===== src/hw/adccd_pkg.sv =====
// Shared constants and carrier types for the converter correction and DMA block
package adccd_pkg;

  // Timing
  localparam int CLK_PERIOD_NS = 4;
  localparam int STARTUP_NS = 21000;
  localparam int STARTUP_CYCLES = (STARTUP_NS + CLK_PERIOD_NS - 1) / CLK_PERIOD_NS;

  // Register byte offsets
  localparam logic [7:0] OFS_CFG = 8'h00;
  localparam logic [7:0] OFS_OFFSET = 8'h04;
  localparam logic [7:0] OFS_GAIN = 8'h08;
  localparam logic [7:0] OFS_BEG = 8'h0c;
  localparam logic [7:0] OFS_SIZE = 8'h10;
  localparam logic [7:0] OFS_XFER_CFG = 8'h14;
  localparam logic [7:0] OFS_CUR = 8'h18;
  localparam logic [7:0] OFS_FLAGS = 8'h1c;

  // Converter configuration fields
  localparam int CFG_EN_BIT = 0;
  localparam int CFG_PERIOD_LSB = 1;
  localparam int PERIOD_W = 3;

  // Transfer configuration fields
  localparam int XFER_LOAD_BIT = 0;
  localparam int XFER_WRAP_BIT = 1;
  localparam int XFER_STOPPED_BIT = 2;
  localparam int XFER_RESET_BIT = 4;

  // Event flag positions
  localparam int FLG_SAT = 0;
  localparam int FLG_HALF = 1;
  localparam int FLG_FULL = 2;
  localparam int FLG_OVF = 3;
  localparam int FLG_W = 4;

  // Reset values
  localparam logic [15:0] GAIN_RST = 16'h8000;
  localparam logic [15:0] OFFSET_RST = 16'h0000;
  localparam logic [31:0] BEG_RST = 32'h0000_0000;
  localparam logic [15:0] SIZE_RST = 16'h0000;

  // Arithmetic
  localparam int GAIN_FRAC_BITS = 15;
  localparam logic [15:0] SAT_MAX = 16'h7fff;
  localparam logic [15:0] SAT_MIN = 16'h8000;
  localparam int SIG_BITS_BASE = 5;
  localparam logic [31:0] SAMPLE_BYTES = 32'h0000_0002;

  // Bus answers
  localparam logic [1:0] RESP_OKAY = 2'b00;
  localparam logic [1:0] RESP_SLVERR = 2'b10;

  typedef struct packed {
    logic valid;
    logic [15:0] data;
  } adccd_sample_t;

  typedef struct packed {
    logic we;
    logic [31:0] addr;
    logic [15:0] data;
  } adccd_ramwr_t;

endpackage : adccd_pkg


===== src/hw/adccd_correct.sv =====
// Offset add, fixed-point gain and saturation of one raw sample
`timescale 1ns/1ns
module adccd_correct (
  // Clock and reset
  input wire logic clk,
  input wire logic rst,
  input wire logic ce,
  // Settings
  input wire logic [15:0] offset,
  input wire logic [15:0] gain,
  // Samples
  input wire adccd_pkg::adccd_sample_t rawIn,
  output adccd_pkg::adccd_sample_t corrOut,
  output logic satPulse
);
  import adccd_pkg::*;

  typedef struct packed {
    adccd_sample_t out;
    logic sat;
  } adccd_corr_state_t;

  adccd_corr_state_t state_ff;
  adccd_corr_state_t nxt_state;
  logic signed [16:0] sum;
  logic signed [33:0] prod;
  logic signed [33:0] scaled;

  always_comb begin
    sum = 17'(signed'(rawIn.data)) + 17'(signed'(offset));
    prod = 34'(sum) * 34'(signed'({1'b0, gain}));
    scaled = prod >>> GAIN_FRAC_BITS;
    nxt_state = state_ff;
    nxt_state.out.valid = rawIn.valid;
    nxt_state.sat = 1'b0;
    if (rawIn.valid) begin
      if (scaled > 34'(signed'(SAT_MAX))) begin
        nxt_state.out.data = SAT_MAX;
        nxt_state.sat = 1'b1;
      end else if (scaled < 34'(signed'(SAT_MIN))) begin
        nxt_state.out.data = SAT_MIN;
        nxt_state.sat = 1'b1;
      end else begin
        nxt_state.out.data = scaled[15:0];
      end
    end
  end

  always_ff @(posedge clk or posedge rst) begin
    if (rst) begin
      state_ff <= '0;
    end else if (ce) begin
      state_ff <= nxt_state;
    end
  end

  assign corrOut = state_ff.out;
  assign satPulse = state_ff.sat;

endmodule : adccd_correct


===== src/hw/adccd_conv_seq.sv =====
// Converter run control: startup wait, discard of first result, result masking
`timescale 1ns/1ns
module adccd_conv_seq #(
  parameter int STARTUP_CYCLES = adccd_pkg::STARTUP_CYCLES
) (
  // Clock and reset
  input wire logic clk,
  input wire logic rst,
  input wire logic ce,
  // Control
  input wire logic enable,
  input wire logic cfgChange,
  input wire logic [adccd_pkg::PERIOD_W-1:0] period,
  // Front end
  input wire logic convDone,
  input wire logic [15:0] convData,
  output logic convRun,
  // Accepted results
  output adccd_pkg::adccd_sample_t rawOut
);
  import adccd_pkg::*;

  localparam int CNT_W = $clog2(STARTUP_CYCLES + 1);

  typedef enum logic [1:0] {SEQ_OFF, SEQ_WARM, SEQ_DISCARD, SEQ_RUN} adccd_seq_phase_t;

  typedef struct packed {
    adccd_seq_phase_t phase;
    logic [CNT_W-1:0] cnt;
    logic run;
    adccd_sample_t out;
  } adccd_seq_state_t;

  adccd_seq_state_t state_ff;
  adccd_seq_state_t nxt_state;

  // Keeps the significant top bits for the selected sample length
  function automatic logic [15:0] sigMask(input logic [PERIOD_W-1:0] p);
    sigMask = 16'hffff << (16 - SIG_BITS_BASE - int'(p));
  endfunction : sigMask

  always_comb begin
    nxt_state = state_ff;
    nxt_state.out.valid = 1'b0;
    if (!enable) begin
      nxt_state.phase = SEQ_OFF;
      nxt_state.run = 1'b0;
      nxt_state.cnt = '0;
    end else begin
      unique case (state_ff.phase)
        SEQ_OFF: begin
          nxt_state.phase = SEQ_WARM;
          nxt_state.cnt = '0;
        end
        SEQ_WARM: begin
          if (state_ff.cnt == CNT_W'(STARTUP_CYCLES - 1)) begin
            nxt_state.phase = SEQ_DISCARD;
            nxt_state.run = 1'b1;
          end else begin
            nxt_state.cnt = state_ff.cnt + CNT_W'(1);
          end
        end
        SEQ_DISCARD: begin
          if (convDone && !cfgChange) begin
            nxt_state.phase = SEQ_RUN;
          end
        end
        SEQ_RUN: begin
          if (cfgChange) begin
            nxt_state.phase = SEQ_DISCARD;
          end else if (convDone) begin
            nxt_state.out.valid = 1'b1;
            nxt_state.out.data = convData & sigMask(period);
          end
        end
      endcase
    end
  end

  always_ff @(posedge clk or posedge rst) begin
    if (rst) begin
      state_ff <= '{phase: SEQ_OFF, cnt: '0, run: 1'b0, out: '0};
    end else if (ce) begin
      state_ff <= nxt_state;
    end
  end

  assign convRun = state_ff.run;
  assign rawOut = state_ff.out;

endmodule : adccd_conv_seq


===== src/hw/adccd_top.sv =====
// Converter back end: registers over AXI4-Lite, correction and sample DMA
//
// Design decisions made here: the register offsets and the AXI4-Lite register port.
`timescale 1ns/1ns
// Contract
// - Add signed offset register to each completed raw conversion.
// - Multiply offset-corrected sample by gain giving signed 16-bit result.
// - Clamp to 0x7fff or 0x8000 on overflow and raise saturation flag.
// - Gain is unsigned, bit 15 integer, bits 14..0 fraction.
// - Reset gives offset zero and gain exactly one.
// - DMA stores corrected samples into the RAM buffer.
// - Buffer size counts 16-bit samples.
// - Channel reset first, then load; transfers start only after load.
// - Wraparound select 0 means linear, 1 means auto-wrap.
// - Linear: after size samples, stop channel and set buffer-full flag.
// - Linear: sample after full, before reset or disable, sets overrun.
// - Auto-wrap: after last location pointer returns to start, continues.
// - Auto-wrap runs until converter disabled or channel reset.
// - Half flag when lower half filled, full flag when upper half.
// - Current write address readable in current-pointer register.
// - Enabled converter produces conversions back to back until disabled.
// - Startup delay after enabling from disabled before conversions start.
// - First conversion after startup or configuration change is discarded.
// - Samples are 16 bits, significant bits left-aligned.
module adccd_top #(
  parameter int STARTUP_CYCLES = adccd_pkg::STARTUP_CYCLES
) (
  // Clock and reset
  input wire logic clk,
  input wire logic rst,
  input wire logic ce,
  // AXI4-Lite write address and data
  input wire logic [7:0] s_axi_awaddr,
  input wire logic s_axi_awvalid,
  output logic s_axi_awready,
  input wire logic [31:0] s_axi_wdata,
  input wire logic [3:0] s_axi_wstrb,
  input wire logic s_axi_wvalid,
  output logic s_axi_wready,
  // AXI4-Lite write response
  output logic [1:0] s_axi_bresp,
  output logic s_axi_bvalid,
  input wire logic s_axi_bready,
  // AXI4-Lite read
  input wire logic [7:0] s_axi_araddr,
  input wire logic s_axi_arvalid,
  output logic s_axi_arready,
  output logic [31:0] s_axi_rdata,
  output logic [1:0] s_axi_rresp,
  output logic s_axi_rvalid,
  input wire logic s_axi_rready,
  // Converter front end
  input wire logic convDone,
  input wire logic [15:0] convData,
  output logic convRun,
  // RAM write port
  output adccd_pkg::adccd_ramwr_t ramWr
);
  import adccd_pkg::*;

  typedef struct packed {
    logic awHave;
    logic wHave;
    logic [7:0] awAddr;
    logic [31:0] wData;
    logic [3:0] wStrb;
    logic awready;
    logic wready;
    logic bvalid;
    logic [1:0] bresp;
    logic arready;
    logic rvalid;
    logic [31:0] rdata;
    logic [1:0] rresp;
    logic cfgEn;
    logic [PERIOD_W-1:0] cfgPeriod;
    logic [15:0] offset;
    logic [15:0] gain;
    logic [31:0] beg;
    logic [15:0] size;
    logic autowrap;
    logic active;
    logic stopped;
    logic [31:0] cur;
    logic [15:0] idx;
    logic [FLG_W-1:0] flags;
    adccd_ramwr_t ram;
  } adccd_top_state_t;

  adccd_top_state_t state_ff;
  adccd_top_state_t nxt_state;
  adccd_sample_t rawSample;
  adccd_sample_t corrSample;
  logic satPulse;
  logic cfgChange;
  logic doWrite;
  logic [FLG_W-1:0] flagSet;
  logic [FLG_W-1:0] flagClr;
  logic [15:0] idxNext;
  logic [31:0] rdVal;

  function automatic logic isMapped(input logic [7:0] a);
    logic [7:0] w;
    w = {a[7:2], 2'b00};
    isMapped = (w == OFS_CFG) || (w == OFS_OFFSET) || (w == OFS_GAIN) || (w == OFS_BEG) ||
               (w == OFS_SIZE) || (w == OFS_XFER_CFG) || (w == OFS_CUR) || (w == OFS_FLAGS);
  endfunction : isMapped

  function automatic logic [31:0] merge(input logic [31:0] old, input logic [31:0] nw, input logic [3:0] strb);
    for (int i = 0; i < 4; i++) begin
      if (strb[i]) begin
        old[8*i +: 8] = nw[8*i +: 8];
      end
    end
    merge = old;
  endfunction : merge

  adccd_conv_seq #(
    .STARTUP_CYCLES(STARTUP_CYCLES)
  ) u_seq (
    .clk(clk),
    .rst(rst),
    .ce(ce),
    .enable(state_ff.cfgEn),
    .cfgChange(cfgChange),
    .period(state_ff.cfgPeriod),
    .convDone(convDone),
    .convData(convData),
    .convRun(convRun),
    .rawOut(rawSample)
  );

  adccd_correct u_corr (
    .clk(clk),
    .rst(rst),
    .ce(ce),
    .offset(state_ff.offset),
    .gain(state_ff.gain),
    .rawIn(rawSample),
    .corrOut(corrSample),
    .satPulse(satPulse)
  );

  // Read data mux
  always_comb begin
    unique case ({s_axi_araddr[7:2], 2'b00})
      OFS_CFG: rdVal = 32'({state_ff.cfgPeriod, state_ff.cfgEn});
      OFS_OFFSET: rdVal = 32'(state_ff.offset);
      OFS_GAIN: rdVal = 32'(state_ff.gain);
      OFS_BEG: rdVal = state_ff.beg;
      OFS_SIZE: rdVal = 32'(state_ff.size);
      OFS_XFER_CFG: rdVal = 32'({state_ff.stopped, state_ff.autowrap, state_ff.active});
      OFS_CUR: rdVal = state_ff.cur;
      OFS_FLAGS: rdVal = 32'(state_ff.flags);
      default: rdVal = 32'h0000_0000;
    endcase
  end

  always_comb begin
    nxt_state = state_ff;
    nxt_state.ram.we = 1'b0;
    flagSet = '0;
    flagClr = '0;
    idxNext = state_ff.idx + 16'h0001;
    doWrite = state_ff.awHave && state_ff.wHave && !state_ff.bvalid;
    cfgChange = doWrite && state_ff.cfgEn && ({state_ff.awAddr[7:2], 2'b00} == OFS_CFG);

    // Write address and data, taken in either order
    if (s_axi_awvalid && state_ff.awready) begin
      nxt_state.awHave = 1'b1;
      nxt_state.awAddr = s_axi_awaddr;
    end
    if (s_axi_wvalid && state_ff.wready) begin
      nxt_state.wHave = 1'b1;
      nxt_state.wData = s_axi_wdata;
      nxt_state.wStrb = s_axi_wstrb;
    end
    if (state_ff.bvalid && s_axi_bready) begin
      nxt_state.bvalid = 1'b0;
    end

    // Sample transfer
    if (corrSample.valid) begin
      if (state_ff.active) begin
        nxt_state.ram.we = 1'b1;
        nxt_state.ram.addr = state_ff.cur;
        nxt_state.ram.data = corrSample.data;
        nxt_state.idx = idxNext;
        nxt_state.cur = state_ff.cur + SAMPLE_BYTES;
        if (idxNext == (state_ff.size >> 1)) begin
          flagSet[FLG_HALF] = 1'b1;
        end
        if (idxNext == state_ff.size) begin
          flagSet[FLG_FULL] = 1'b1;
          if (state_ff.autowrap) begin
            nxt_state.cur = state_ff.beg;
            nxt_state.idx = '0;
          end else begin
            nxt_state.active = 1'b0;
            nxt_state.stopped = 1'b1;
          end
        end
      end else if (state_ff.stopped) begin
        flagSet[FLG_OVF] = 1'b1;
      end
    end
    if (satPulse) begin
      flagSet[FLG_SAT] = 1'b1;
    end
    if (!state_ff.cfgEn) begin
      nxt_state.stopped = 1'b0;
    end

    // Register write
    if (doWrite) begin
      nxt_state.awHave = 1'b0;
      nxt_state.wHave = 1'b0;
      nxt_state.bvalid = 1'b1;
      nxt_state.bresp = isMapped(state_ff.awAddr) ? RESP_OKAY : RESP_SLVERR;
      unique case ({state_ff.awAddr[7:2], 2'b00})
        OFS_CFG: begin
          if (state_ff.wStrb[0]) begin
            nxt_state.cfgEn = state_ff.wData[CFG_EN_BIT];
            nxt_state.cfgPeriod = state_ff.wData[CFG_PERIOD_LSB +: PERIOD_W];
          end
        end
        OFS_OFFSET: nxt_state.offset = 16'(merge(32'(state_ff.offset), state_ff.wData, state_ff.wStrb));
        OFS_GAIN: nxt_state.gain = 16'(merge(32'(state_ff.gain), state_ff.wData, state_ff.wStrb));
        OFS_BEG: nxt_state.beg = merge(state_ff.beg, state_ff.wData, state_ff.wStrb);
        OFS_SIZE: nxt_state.size = 16'(merge(32'(state_ff.size), state_ff.wData, state_ff.wStrb));
        OFS_XFER_CFG: begin
          if (state_ff.wStrb[0]) begin
            nxt_state.autowrap = state_ff.wData[XFER_WRAP_BIT];
            if (state_ff.wData[XFER_RESET_BIT]) begin
              nxt_state.active = 1'b0;
              nxt_state.stopped = 1'b0;
              nxt_state.cur = state_ff.beg;
              nxt_state.idx = '0;
              nxt_state.ram.we = 1'b0;
            end
            if (state_ff.wData[XFER_LOAD_BIT]) begin
              nxt_state.active = 1'b1;
              nxt_state.stopped = 1'b0;
              nxt_state.cur = state_ff.beg;
              nxt_state.idx = '0;
              nxt_state.ram.we = 1'b0;
            end
          end
        end
        OFS_FLAGS: begin
          if (state_ff.wStrb[0]) begin
            flagClr = state_ff.wData[FLG_W-1:0];
          end
        end
        default: begin
        end
      endcase
    end
    nxt_state.flags = (state_ff.flags & ~flagClr) | flagSet;
    nxt_state.awready = !nxt_state.awHave && !nxt_state.bvalid;
    nxt_state.wready = !nxt_state.wHave && !nxt_state.bvalid;

    // Register read
    if (state_ff.rvalid && s_axi_rready) begin
      nxt_state.rvalid = 1'b0;
    end
    if (s_axi_arvalid && state_ff.arready) begin
      nxt_state.rvalid = 1'b1;
      nxt_state.rdata = rdVal;
      nxt_state.rresp = isMapped(s_axi_araddr) ? RESP_OKAY : RESP_SLVERR;
    end
    nxt_state.arready = !nxt_state.rvalid;
  end

  always_ff @(posedge clk or posedge rst) begin
    if (rst) begin
      state_ff <= '0;
      state_ff.awready <= 1'b1;
      state_ff.wready <= 1'b1;
      state_ff.arready <= 1'b1;
      state_ff.offset <= OFFSET_RST;
      state_ff.gain <= GAIN_RST;
      state_ff.beg <= BEG_RST;
      state_ff.size <= SIZE_RST;
    end else if (ce) begin
      state_ff <= nxt_state;
    end
  end

  assign s_axi_awready = state_ff.awready;
  assign s_axi_wready = state_ff.wready;
  assign s_axi_bvalid = state_ff.bvalid;
  assign s_axi_bresp = state_ff.bresp;
  assign s_axi_arready = state_ff.arready;
  assign s_axi_rvalid = state_ff.rvalid;
  assign s_axi_rdata = state_ff.rdata;
  assign s_axi_rresp = state_ff.rresp;
  assign ramWr = state_ff.ram;

endmodule : adccd_top


===== config.mk =====
export PLATFORM = sky130hd
export DESIGN_NAME = adccd_top
export DESIGN_NICKNAME = d
export VERILOG_FILES = /design/src/hw/adccd_pkg.sv /design/src/hw/adccd_correct.sv /design/src/hw/adccd_conv_seq.sv /design/src/hw/adccd_top.sv
export SDC_FILE = /design/constraint.sdc
export NUM_CORES = 2
export LEC_CHECK = 0
export BUFFER_PORTS_ARGS = -buffer_cell sky130_fd_sc_hd__buf_2
export CAP_MARGIN = 10
export CORE_ASPECT_RATIO = 2
export CORE_MARGIN = 8
export CORE_UTILIZATION = 60
export DETAILED_ROUTE_END_ITERATION = 7
export HOLD_SLACK_MARGIN = 0.08
export PLACE_DENSITY = 0.88
export SLEW_MARGIN = 20
export SYNTH_ARGS = -nofsm -noshare
export SYNTH_HDL_FRONTEND = slang
export SYNTH_SLANG_ARGS = --single-unit

===== constraint.sdc =====
create_clock -name clk -period 17.8 [get_ports clk]
set_input_delay 3.56 -clock clk [delete_from_list [all_inputs] [get_ports clk]]
set_output_delay 3.56 -clock clk [all_outputs]
set_load 0.01 [all_outputs]

==> results.yml <==
clocking:
  post_cts_buffers: 0
  cts_max_path_buffers: 3
  clkTransAtPathRegs_ns: 0.07
  cts_resized: 0
  h-tree-depth: 1
  hold_buffers: 0
  insertion_delay_ns: 0.58
  cts_sinks: 321
  cts_tree: "done"
  cts_buffers: 28
  root_buffer: "clkbuf_16"
worst_setup_path:
  cpMostUsedCell: "fa_1"
  crit_required_ns: 18.23
  arrival_ns: 10.65
  max_stage_delay_ns: 0.74
  path_class: "flop to flop"
  slowest_stage: "fa_1"
  start_kind: "flop"
  critPathMaxFanout: 16
  worst_setup_path_end_kind: "flop"
power_and_ir_drop:
  p_per_area_nw_per_um2: 95.4
  p_leak_nw: 14.5
  total_power_mw: 2.72
  ir_worst_vdd_uv: 72.2
timing:
  fmax_mhz: 97.9
  rsz0062_at_grt: "no"
  setup_viol: 0
  slew_viol_final: 0
  min_period_over_period_pct: 57.4
  relSlewSlack_pct: 31.2
  worst_pin_slew_ns: 1.03
  finClkSkew_ns: 0.0152
  post-route-min-period_ns: 10.22
  tns_ns: 0
  hold_violations: 0
finish:
  n_antenna_cell: 0
  fill_cells: 3375
  final_nets: 3281
  ff_latch_area_um2: 8040
  drive_gt1_share_pct: 14.8
  area_delta_synth_final_pct: 6.87
  multi_input_area_um2: 16300
synth:
  synth-seq-cells: 321
  syn-cell-area_um2: 26700
  ys_top_cells_by_area: "dfrtp_1 (30%), fa_1 (20%), nand2_1 (6.4%)"
  yosysWarnings: 0
  synth_common_cells: "nand2_1 (457), inv_1 (374), dfrtp_1 (317)"
  synth_edf_count: 0
  synth_top_area_share_pct: 29.7
  avgSynthCellArea_um2: 9.48
  async_reset_ff_share_pct: 100
  synth_ff_type: "dfrtp_1"
  syn_inst: 2818
  yosys.area.top_type: "dfrtp_1"
  synth_seq_area_share_pct: 30.1
  yosysMostFrequentCell: "nand2_1"
  yosysUniqueCellTypes: 85
detailed_routing:
  wire_per_inst_um: 23.7
  drt-total-wl_um: 80700
  drtIter0Drc: 1840
  ant_nets: 0
  drt_first_pass_iters: 7
  vias: 21000
  vias_per_cell: 6.17
  route.detailed.drc: 0
global_route:
  grt_pass1_wl_um: 125000
  grt_util_met1_pct: 28.6
  global_route.usage.met3_pct: 6.14
  grt_usage_pct: 31.8
  grt_max_degree: 89
  grt_pass1_vias: 23200
  antenna_found_initial: 2
  overflow: 0
  grtUsageMet2_pct: 57.0
  top_usage_layer: "met2"
floorplanning:
  initial_core_util_pct: 60.6
  core_um2: 44100
  ios: 168
  dieWidth_um: 165
  dieArea_um2: 51900
  die_h_um: 314
  rows: 109
run:
  cap_violations: 0
placement:
  portBuffers: 157
  dp.final_hpwl_um: 61300
  gp_congestion: 0.982
worst_hold_path:
  hold_class: "flop to flop"
outcome:
  status: "complete, no violations"
## state kept, by name, summed over array words and instances, names as in the netlist
register and count:
s_axi_bresp 1, s_axi_awready 1, state_ff 183, s_axi_wready 1, u_seq.convRun 1, ramWr 49, u_corr.corrOut 17, s_axi_rresp 1
s_axi_arready 1, u_seq.state_ff 15, u_corr.satPulse 1, s_axi_bvalid 1, u_seq.rawOut 16, s_axi_rvalid 1, s_axi_rdata 32
## report_power, final
part / leakage, nW / internal [mW] / switching (mW)
sequential: 4.29 / 0.853 / 0.215
combinational: 9.68 / 0.372 / 0.558
clock: 0.531 / 0.431 / 0.294
## critical path, delay by kind of cell (launching register included)
| kind | cells | cell delay [ns] |
|---|---|---|
| AOI/OAI and AO/OA | 13 | 3.05 |
| xor gates and xnor gates | 2 | 0.86 |
| adders and majority gates | 8 | 3.89 |
| buffers and inverters | 4 | 0.28 |
| DFF | 1 | 0.46 |
| and+or+nand+nor | 6 | 1.49 |
## final cells by class
class / count / share of cell area, %
multi-input cells: 1914 / 57.0
clock inverters: 15 / 0.965
flip-flops and latches: 321 / 28.2
clock buffers: 37 / 2.89
inverters: 374 / 4.95
well taps: 555 / 2.43
repair buffers: 188 / 3.61
## cell usage in the layout, fill, tap and decap left out, types with 23 or more instances in the layout
cell,instances
and3_1,26
clkbuf_16,29
fa_1,269
and2_1,129
xnor2_1,50
a22oi_1,38
nor2_1,112
dfrtp_1,317
o21ai_0,116
a21o_1,23
xor2_1,26
inv_1,373
buf_2,158
mux2_2,143
buf_4,27
nand3_1,56
nand2_1,456
ha_1,108
a21oi_1,62
## cell families after synthesis
group                      share of synthesized area, %
and+or+nand+nor                                    15.7
buffers and inverters                              9.48
AOI/OAI and AO/OA                                  9.36
adders and majority gates                          25.3
DFF                                                30.1
muxes                                              6.23
xor gates and xnor gates                           3.73
other                                            0.0140
## routing by layer
layer | vias up | wire, µm | part of all wire [%]
met2 | 1044 | 42900 | 53
met3 | 479 | 5550 | 6.9
met5 | - | 22 | 0.027
li1 | 9065 | - | -
met1 | 10400 | 23200 | 29
met4 | 4 | 9050 | 11
## per-stage QoR
stage / util [%] / hold slack (ns) / area, µm² / cells / setup WS [ns]
after detailed placement: 62.1 / 0.460 / 27400 / 3349 / 7.87
after CTS: 64.6 / 0.476 / 28500 / 3401 / 7.72
after global routing: 64.8 / 0.500 / 28500 / 3404 / 6.97
final: 64.8 / 0.475 / 28500 / 3404 / 7.58
after global placement: 62.1 / 0.453 / 27400 / 3349 / 8.11
after floorplan: - / 0.439 / 26700 / 2819 / 5.36
## path summary, 6_finish.rpt
path                                    start           endpoint  slack, ns  cells past startpoint
worst max-delay path            state_ff[168]  u_corr.corrOut[3]       7.58                     33
worst min-delay path                ramWr[39]          ramWr[39]       0.47                      2
worst max register to register  state_ff[168]  u_corr.corrOut[3]       7.58                     33
worst min register to register      ramWr[39]          ramWr[39]       0.47                      2
max in group asynchronous                 rst      state_ff[178]      12.72                      4
min in group asynchronous                 rst      state_ff[259]       3.03                      2
No activity file was read; power rests on OpenSTA's default activity.
